$ cat config.mk
export PLATFORM = sky130hd
export DESIGN_NAME = sync_serial_port_flat
export DESIGN_NICKNAME = d
export VERILOG_FILES = /design/src/hdl/spi_ss_pkg.sv /design/src/hdl/spi_link_if.sv /design/src/hdl/sync_serial_port.sv /design/src/flat_wrapper.sv
export SDC_FILE = /design/constraint.sdc
export NUM_CORES = 1
export LEC_CHECK = 0
export ABC_CLOCK_PERIOD_IN_PS = 2290
export BUFFER_PORTS_ARGS = -buffer_cell sky130_fd_sc_hd__clkbuf_2
export CORE_MARGIN = 3
export CORE_UTILIZATION = 55
export CTS_BUF_LIST = sky130_fd_sc_hd__clkbuf_4 sky130_fd_sc_hd__clkbuf_8 sky130_fd_sc_hd__clkbuf_16
export DETAILED_ROUTE_END_ITERATION = 6
export GPL_TIMING_DRIVEN = 0
export HOLD_SLACK_MARGIN = 0.05
export PLACE_DENSITY_LB_ADDON = 0.05
export SLEW_MARGIN = 25
export SYNTH_ARGS = -nofsm -noshare
export SYNTH_HDL_FRONTEND = slang
export SYNTH_SLANG_ARGS = --single-unit
$ cat constraint.sdc
create_clock -name clk -period 2.29 [get_ports clk]
set_clock_uncertainty 0.05 [all_clocks]
set_input_delay 0.229 -clock clk [delete_from_list [all_inputs] [get_ports clk]]
set_output_delay 0.229 -clock clk [all_outputs]
set_load 0.01 [all_outputs]
$ cat src/hdl/spi_ss_pkg.sv
// shared constants for the slave-select synchronised serial port and its master
package spi_ss_pkg;
    // register offsets on the software port
    localparam logic [3:0] OFS_DATA = 4'h0;
    localparam logic [3:0] OFS_CTRL1 = 4'h1;
    localparam logic [3:0] OFS_CTRL3 = 4'h2;
    localparam logic [3:0] OFS_STATUS = 4'h3;
    localparam logic [3:0] OFS_INT_STAT = 4'h4;
    localparam logic [3:0] OFS_INT_MASK = 4'h5;
    // control one fields
    localparam int CTRL1_WRITE_COLLISION = 7;
    localparam int CTRL1_OVF = 6;
    localparam int CTRL1_EN = 5;
    localparam int CTRL1_CKP = 4;
    // control three field
    localparam int CTRL3_BUFFER_OVERWRITE_ENABLE = 4;
    // status fields
    localparam int STAT_SMP = 7;
    localparam int STAT_CKE = 6;
    localparam int STAT_BF = 0;
    // interrupt status bits
    localparam int INT_BYTE = 0;
    localparam int INT_WRITE_COLLISION = 1;
    localparam int INT_OVF = 2;
    localparam logic [2:0] INT_MASK_RST = 3'h0;
    // mode field encodings
    localparam logic [3:0] MODE_SLAVE_SS = 4'h4;
    localparam logic [3:0] MODE_SLAVE_FREE = 4'h5;
    localparam logic [3:0] MODE_RST = 4'h0;
    localparam logic [7:0] REG_RST = 8'h00;
    // byte framing
    localparam logic [3:0] BITS_PER_BYTE = 4'h8;
    localparam logic [4:0] EDGES_PER_BYTE = 5'h10;
    // master timing
    localparam int CLK_PERIOD_NS = 50;
    localparam int LINK_PERIOD_NS = 1000;
    localparam logic [7:0] HALF_CYCLES = 8'((LINK_PERIOD_NS / 2) / CLK_PERIOD_NS);
endpackage

$ cat src/hdl/spi_link_if.sv
// serial link between the external master and the slave port
`timescale 1ns/1ns
`default_nettype none
interface spi_link_if;
    logic serial_clock_pin; // driven by master
    logic slave_select_n; // driven by master
    logic serial_in_pin; // master to slave data
    logic serial_out_pin; // slave to master data
    logic serial_out_oe; // slave drives serial_out_pin
    // slave end
    modport device
    (
        input serial_clock_pin,
        input slave_select_n,
        input serial_in_pin,
        output serial_out_pin,
        output serial_out_oe
    );
    // master end
    modport master
    (
        output serial_clock_pin,
        output slave_select_n,
        output serial_in_pin,
        input serial_out_pin,
        input serial_out_oe
    );
endinterface
`default_nettype wire

$ cat src/hdl/sync_serial_port.sv
// slave-side synchronous serial port with slave-select synchronisation
`timescale 1ns/1ns
`default_nettype none
module sync_serial_port
(
    // clock and reset
    input wire logic clk,
    input wire logic rst,
    input wire logic clk_en,
    // power state
    input wire logic sleep,
    output logic wake,
    // software register port
    input wire logic [3:0] addr,
    input wire logic [7:0] wdata,
    input wire logic wr,
    input wire logic rd,
    output logic [7:0] rdata,
    output logic irq,
    // serial link
    spi_link_if.device link
);
    import spi_ss_pkg::*;

    logic [1:0] sck_sync; // serial clock synchroniser
    logic [1:0] ss_sync; // select synchroniser
    logic [1:0] sdi_sync; // data-in synchroniser
    logic sck_prev; // last synced clock level
    logic ss_prev; // last synced select level
    logic [7:0] shift_reg; // transmit and receive shifter
    logic [7:0] data_buffer_reg; // received byte
    logic [3:0] bit_count; // bits taken in this byte
    logic out_bit; // bit on the output pin
    logic [7:0] ctrl1; // control one
    logic [7:0] ctrl3; // control three
    logic [1:0] stat_cfg; // sample phase and edge select
    logic buffer_full; // unread byte waiting
    logic [2:0] int_stat; // sticky events
    logic [2:0] int_mask; // event enables
    logic [3:0] port_mode_select;
    logic port_enable_bit;
    logic clock_idle_polarity;
    logic clock_edge_select;
    logic slave_mode; // slave modes only
    logic ss_controlled; // select pin governs port
    logic selected; // port may shift
    logic port_reset; // clears bit counter
    logic stall; // master-mode sleep freeze
    logic lead_edge; // edge away from idle level
    logic trail_edge; // edge back to idle level
    logic sample_edge; // data-in capture edge
    logic drive_edge; // data-out update edge
    logic byte_done; // eighth bit captured
    logic data_wr; // write to data buffer
    logic data_wr_ok; // accepted write
    logic write_collision;
    logic receive_overflow;
    logic [7:0] next_shift; // shifter after capture

    assign port_mode_select = ctrl1[3:0];
    assign port_enable_bit = ctrl1[CTRL1_EN];
    assign clock_idle_polarity = ctrl1[CTRL1_CKP];
    assign clock_edge_select = stat_cfg[0];
    assign slave_mode = (port_mode_select == MODE_SLAVE_SS) ||
        (port_mode_select == MODE_SLAVE_FREE);
    assign ss_controlled = port_mode_select == MODE_SLAVE_SS;

    // two-stage synchronisers for every link input; first stage read only by second
    always_ff @(posedge clk)
    begin
        if (rst)
        begin
            sck_sync <= 2'h0;
            ss_sync <= 2'h3;
            sdi_sync <= 2'h0;
        end
        else if (clk_en)
        begin
            sck_sync <= {sck_sync[0], link.serial_clock_pin};
            ss_sync <= {ss_sync[0], link.slave_select_n};
            sdi_sync <= {sdi_sync[0], link.serial_in_pin};
        end
    end

    // previous synced levels for edge detection
    always_ff @(posedge clk)
    begin
        if (rst)
        begin
            sck_prev <= 1'b0;
            ss_prev <= 1'b1;
        end
        else if (clk_en)
        begin
            sck_prev <= sck_sync[1];
            ss_prev <= ss_sync[1];
        end
    end

    // edges seen through the idle polarity; the serial clock alone paces the
    // shifter, so sleep in slave mode does not stop reception
    assign lead_edge = (sck_sync[1] != sck_prev) && (sck_prev == clock_idle_polarity);
    assign trail_edge = (sck_sync[1] != sck_prev) && (sck_sync[1] == clock_idle_polarity);
    assign selected = port_enable_bit && slave_mode && !(ss_controlled && ss_sync[1]);
    assign port_reset = !port_enable_bit || (ss_controlled && ss_sync[1]) ||
        (ss_controlled && ss_prev && !ss_sync[1]);
    assign stall = sleep && !slave_mode;
    // edge select high: capture on leading edge, output ahead of it
    assign sample_edge = selected && (clock_edge_select ? lead_edge : trail_edge);
    assign drive_edge = selected && (clock_edge_select ? trail_edge : lead_edge);
    assign next_shift = {shift_reg[6:0], sdi_sync[1]};
    assign byte_done = sample_edge && !port_reset && (bit_count == BITS_PER_BYTE - 4'h1);
    assign data_wr = wr && (addr == OFS_DATA);
    assign data_wr_ok = data_wr && (bit_count == 4'h0) && !ctrl1[CTRL1_WRITE_COLLISION];
    assign write_collision = data_wr && !data_wr_ok;
    assign receive_overflow = byte_done && buffer_full && !ctrl3[CTRL3_BUFFER_OVERWRITE_ENABLE];

    // bit counter; a port reset wins over counting
    always_ff @(posedge clk)
    begin
        if (rst)
            bit_count <= 4'h0;
        else if (clk_en && !stall)
        begin
            if (port_reset)
                bit_count <= 4'h0;
            else if (byte_done)
                bit_count <= 4'h0;
            else if (sample_edge)
                bit_count <= bit_count + 4'h1;
        end
    end

    // shifter: software load when idle, capture on sample edges
    always_ff @(posedge clk)
    begin
        if (rst)
            shift_reg <= REG_RST;
        else if (clk_en && !stall)
        begin
            if (data_wr_ok)
                shift_reg <= wdata;
            else if (sample_edge && !port_reset)
                shift_reg <= next_shift;
        end
    end

    // output bit: leading MSB preset while idle, then updated on drive edges
    always_ff @(posedge clk)
    begin
        if (rst)
            out_bit <= 1'b0;
        else if (clk_en && !stall)
        begin
            if (bit_count == 4'h0 && !drive_edge)
                out_bit <= data_wr_ok ? wdata[7] : shift_reg[7];
            else if (drive_edge)
                out_bit <= shift_reg[7];
        end
    end

    // floats once the synchronised select rises, two clocks after the pin, even mid-byte
    assign link.serial_out_pin = out_bit;
    assign link.serial_out_oe = selected;

    // receive buffer and full flag; a new byte's set wins over the read clear
    always_ff @(posedge clk)
    begin
        if (rst)
        begin
            data_buffer_reg <= REG_RST;
            buffer_full <= 1'b0;
        end
        else if (clk_en)
        begin
            if (byte_done && !receive_overflow)
            begin
                data_buffer_reg <= next_shift;
                buffer_full <= 1'b1;
            end
            else if (rd && addr == OFS_DATA)
                buffer_full <= 1'b0;
        end
    end

    // control one: software fields plus hardware-set collision and overflow
    always_ff @(posedge clk)
    begin
        if (rst)
            ctrl1 <= REG_RST;
        else if (clk_en)
        begin
            if (wr && addr == OFS_CTRL1)
                ctrl1 <= wdata;
            if (write_collision)
                ctrl1[CTRL1_WRITE_COLLISION] <= 1'b1;
            if (receive_overflow)
                ctrl1[CTRL1_OVF] <= 1'b1;
        end
    end

    // control three and status configuration, software only
    // sample phase is stored but unused: it must stay clear in slave mode
    always_ff @(posedge clk)
    begin
        if (rst)
        begin
            ctrl3 <= REG_RST;
            stat_cfg <= 2'h0;
        end
        else if (clk_en)
        begin
            if (wr && addr == OFS_CTRL3)
                ctrl3 <= wdata;
            if (wr && addr == OFS_STATUS)
                stat_cfg <= {wdata[STAT_SMP], wdata[STAT_CKE]};
        end
    end

    // sticky events, write one to clear, set beats clear
    always_ff @(posedge clk)
    begin
        if (rst)
            int_stat <= 3'h0;
        else if (clk_en)
        begin
            int_stat <= (int_stat & ~((wr && addr == OFS_INT_STAT) ? wdata[2:0] : 3'h0)) |
                {receive_overflow, write_collision, byte_done};
        end
    end

    // interrupt mask
    always_ff @(posedge clk)
    begin
        if (rst)
            int_mask <= INT_MASK_RST;
        else if (clk_en && wr && addr == OFS_INT_MASK)
            int_mask <= wdata[2:0];
    end

    // byte completion wakes a sleeping device only when unmasked
    assign irq = |(int_stat & int_mask);
    assign wake = sleep && irq;

    // read data one cycle after the strobe; unmapped reads return zero
    always_ff @(posedge clk)
    begin
        if (rst)
            rdata <= REG_RST;
        else if (clk_en)
        begin
            if (!rd)
                rdata <= REG_RST;
            else
            begin
                case (addr)
                    OFS_DATA: rdata <= data_buffer_reg;
                    OFS_CTRL1: rdata <= ctrl1;
                    OFS_CTRL3: rdata <= ctrl3;
                    OFS_STATUS: rdata <= {stat_cfg, 5'h0, buffer_full};
                    OFS_INT_STAT: rdata <= {5'h0, int_stat};
                    OFS_INT_MASK: rdata <= {5'h0, int_mask};
                    default: rdata <= REG_RST;
                endcase
            end
        end
    end
endmodule
`default_nettype wire

$ cat src/flat_wrapper.sv
// flat-port wrapper written by rule: the top's interface ports become plain ports
module sync_serial_port_flat import spi_ss_pkg::*;
  (clk, rst, clk_en, sleep, wake, addr, wdata, wr, rd, rdata, irq, link_serial_clock_pin, link_slave_select_n, link_serial_in_pin, link_serial_out_pin, link_serial_out_oe);
  spi_link_if link_i ();
  input wire logic clk;
  input wire logic rst;
  input wire logic clk_en;
  input wire logic sleep;
  output logic wake;
  input wire logic [3:0] addr;
  input wire logic [7:0] wdata;
  input wire logic wr;
  input wire logic rd;
  output logic [7:0] rdata;
  output logic irq;
  input wire logic [$bits(link_i.serial_clock_pin)-1:0] link_serial_clock_pin;
  input wire logic [$bits(link_i.slave_select_n)-1:0] link_slave_select_n;
  input wire logic [$bits(link_i.serial_in_pin)-1:0] link_serial_in_pin;
  output wire logic [$bits(link_i.serial_out_pin)-1:0] link_serial_out_pin;
  output wire logic [$bits(link_i.serial_out_oe)-1:0] link_serial_out_oe;
  assign link_i.serial_clock_pin = link_serial_clock_pin;
  assign link_i.slave_select_n = link_slave_select_n;
  assign link_i.serial_in_pin = link_serial_in_pin;
  assign link_serial_out_pin = link_i.serial_out_pin;
  assign link_serial_out_oe = link_i.serial_out_oe;
  sync_serial_port u_core (.clk(clk), .rst(rst), .clk_en(clk_en), .sleep(sleep), .wake(wake), .addr(addr), .wdata(wdata), .wr(wr), .rd(rd), .rdata(rdata), .irq(irq), .link(link_i));
endmodule
==> results by group <==
Synth
  – Post-synth top area share: 0.415
  – Post-synthesis mux area share: 0.151
  – Avg Cell Area, Syn: 8.87 um^2
  – Warnings, synthesis: 0
  – Yosys cell types: 48
  – Post-synthesis compound-gate area fraction: 0.146
  – Simple-Gate Fraction of Synth Area: 0.238
  – Ys async rst share: 0
  – Register area share after synthesis: 0.415
  – Largest family of logic cells by synthesized area: simple AND/OR/NAND/NOR gates
  – Main flop type after synthesis: dfxtp_1
  – Post-Syn Instances: 337
  – Synth Area in XOR/XNOR: 0.00293
  – Synth Net Count: 360
  – Adder and majority gate portion of the synthesized area: 0.00837
  – Yosys reg bits: 62
  – Post-synth EDFFs: 0
  – Synth area leaders: dfxtp_1, mux2i_1, nor2_1
  – Cell accounting for the most synthesized area: dfxtp_1
  – Post-synthesis cell area: 0.00299 mm^2

Detailed routing
  – Starting DRC count in detailed routing: 290
  – Drt wl/cell: 17.1 um
  – Vias per cell: 5.98
  – DRT antenna net count: 0
  – DRC: 0
  – Vias: 2719
  – Drt pass-1 iters: 5
  – Routed Wire Length: 7.76 mm

Clock tree
  – Clk Latency, worst-skew pair: 0.35 ns
  – CTS tree: yes
  – Post-CTS sizing: 0
  – Clock transition at path regs: 0.07 ns
  – Clock root buffer: clkbuf_8
  – H-tree depth: 3
  – Setup bufs post-CTS: 0
  – Deepest clock path buffer count: 2
  – CTS Sinks: 62
  – # hold bufs at CTS: 0
  – Total CTS buffers: 9

Job
  – Number of max-cap violations: 0

Place
  – Detail Placement HPWL: 5.66 mm
  – IO Port Bufs: 32
  – Routability cong.: 0.888

Die
  – Die ar.: 0.00636 mm^2
  – Chip Width: 79.7 um
  – # rows: 26
  – Initial Utilization: 0.578
  – Core Area: 0.00517 mm^2
  – Die height: 79.7 um
  – I/O Pins: 33

Timing
  – Slew Limit Fails: 0
  – Slew @ Worst Pin: 0.630 ns
  – Slew headroom: 0.580
  – Hold Vio Cnt, Final: 0
  – Final worst path period share: 0.948
  – F_max: 461 MHz
  – RSZ-0062 raised after global routing: false
  – Finish-stage setup viols: 0
  – Crit path time final: 2.17 ns
  – Hold slack: 0.0602 ns
  – Setup tns final: 0 ns

GRT
  – Initial antenna violation count: 0
  – Overall Global Routing Usage: 0.261
  – Vias in the first global route: 2556
  – Largest net degree at the start of global routing: 11
  – GRT overflow: 0
  – First-pass GRT wire length: 12.6 mm

Pwr
  – Switching Fraction: 0.226
  – Power density cells: 691 mW/mm^2
  – Reg power frac: 0.458
  – Cell Int Power: 1.86 mW
  – Comb pwr share: 0.065
  – Psw: 0.544 mW
  – Peak supply drop: 0.000412 V
  – Clk pwr share: 0.477
  – PnR Total Power: 2.40 mW
  – P_leak: 1.43 nW

Worst setup path
  – WP data arrival: 2.39 ns
  – Setup CP Type: flip-flop to flip-flop
  – Crit. End Element: flip-flop
  – Worst EP required: 2.51 ns
  – Worst setup SP type: flip-flop
  – Critical Path Fanout Max: 10

Final layout
  – Area delta synth->final: 16.2%
  – Diodes inserted: 0
  – Nets@finish: 403
  – Total of fill cells in the finished design: 441
  – Layout cells sized above 1: 0.174
  – Commonest non-fill, non-tap cell in the layout: dfxtp_1
  – Commonest non-fill, non-tap cells in the layout: dfxtp_1, nor2_1, mux2i_1

Hold path
  – Tightest Hold Check Type: input port to flip-flop

Run status
  – Outcome: completed
==> critical path, cell delays in order, from the launching register on <==
cell	delay, ns
dfxtp_1	0.38
xor2_1	0.35
mux2i_2	0.46
and2b_1	0.27
buf_4	0.20
nand4_1	0.19
a21oi_1	0.21
==> metal layers <==
metal,GRT usage,share of wire,vias to the layer above
met5,0,0,-
met4,0.110,0.017,0
met3,0.0406,0.061,17
met2,0.398,0.46,107
met1,0.366,0.46,1291
li1,-,-,1304
==> power by group through the flow <==
stage / registers [mW] / logic [mW] / clock network [mW]
floorplan: 1.12 / 0.0958 / 0
global placement: 1.12 / 0.153 / 0
detailed placement: 1.12 / 0.154 / 0
CTS: 1.10 / 0.155 / 1.15
global route: 1.10 / 0.173 / 1.20
finish: 1.10 / 0.156 / 1.15
==> through the flow <==
stage | util | setup slack, ns | area (um^2) | instances
finish | 0.672 | 0.119 | 3480 | 455
CTS | 0.672 | 0.124 | 3480 | 455
global route | 0.672 | 0.0499 | 3480 | 455
global placement | 0.626 | 0.220 | 3240 | 439
floorplan | - | 0.490 | 2990 | 337
detailed placement | 0.626 | 0.149 | 3240 | 439
==> synth_stat cells, types with 3 or more instances <==
cell	instances
a31oi_1	11
buf_2	4
dfxtp_1	62
a21oi_1	21
nor3_1	5
o21ai_0	13
mux4_2	3
clkbuf_1	9
nor2b_1	7
nand2_1	11
mux2i_1	37
a2bb2oi_1	4
nand2b_1	7
nor3b_1	3
and3_1	7
a22oi_1	5
nand4_1	8
nor2_1	54
o2bb2ai_1	3
nand3_1	24
inv_1	8
==> kinds of logic (layout without fill, tap and decap cells) <==
logic type	Yosys count	count (layout)
flops	62	62
mux	41	41
fa+ha+maj	2	2
simple gates	138	138
buf+inv	26	74
xor+xnor	1	1
compound gates	67	67
==> final timing paths <==
kind	cells after the start	slack [ns]	start	end
setup / recovery	6	0.12	u_core.ctrl1[4]$_SDFFE_PP0P_	u_core.int_stat[2]$_SDFFE_PP0P_
setup reg to reg	6	0.12	u_core.ctrl1[4]$_SDFFE_PP0P_	u_core.int_stat[2]$_SDFFE_PP0P_
hold / removal	3	0.06	link_slave_select_n	u_core.ss_sync[0]$_SDFFE_PP1P_
hold reg to reg	2	0.44	u_core.ss_prev$_SDFFE_PP1P_	u_core.ss_prev$_SDFFE_PP1P_
==> cell type report <==
type,instances,area [um^2],area share
multi-input cells,249,1630,0.469
plain buffers,17,83.8,0.0241
clock inverters,3,65.1,0.0187
flip-flops and latches,62,1240,0.357
repair buffers,32,160,0.0461
well taps,70,87.6,0.0252
inverters,9,33.8,0.00972
clock buffers,13,173,0.0497
(Power assumes the default switching activity.)
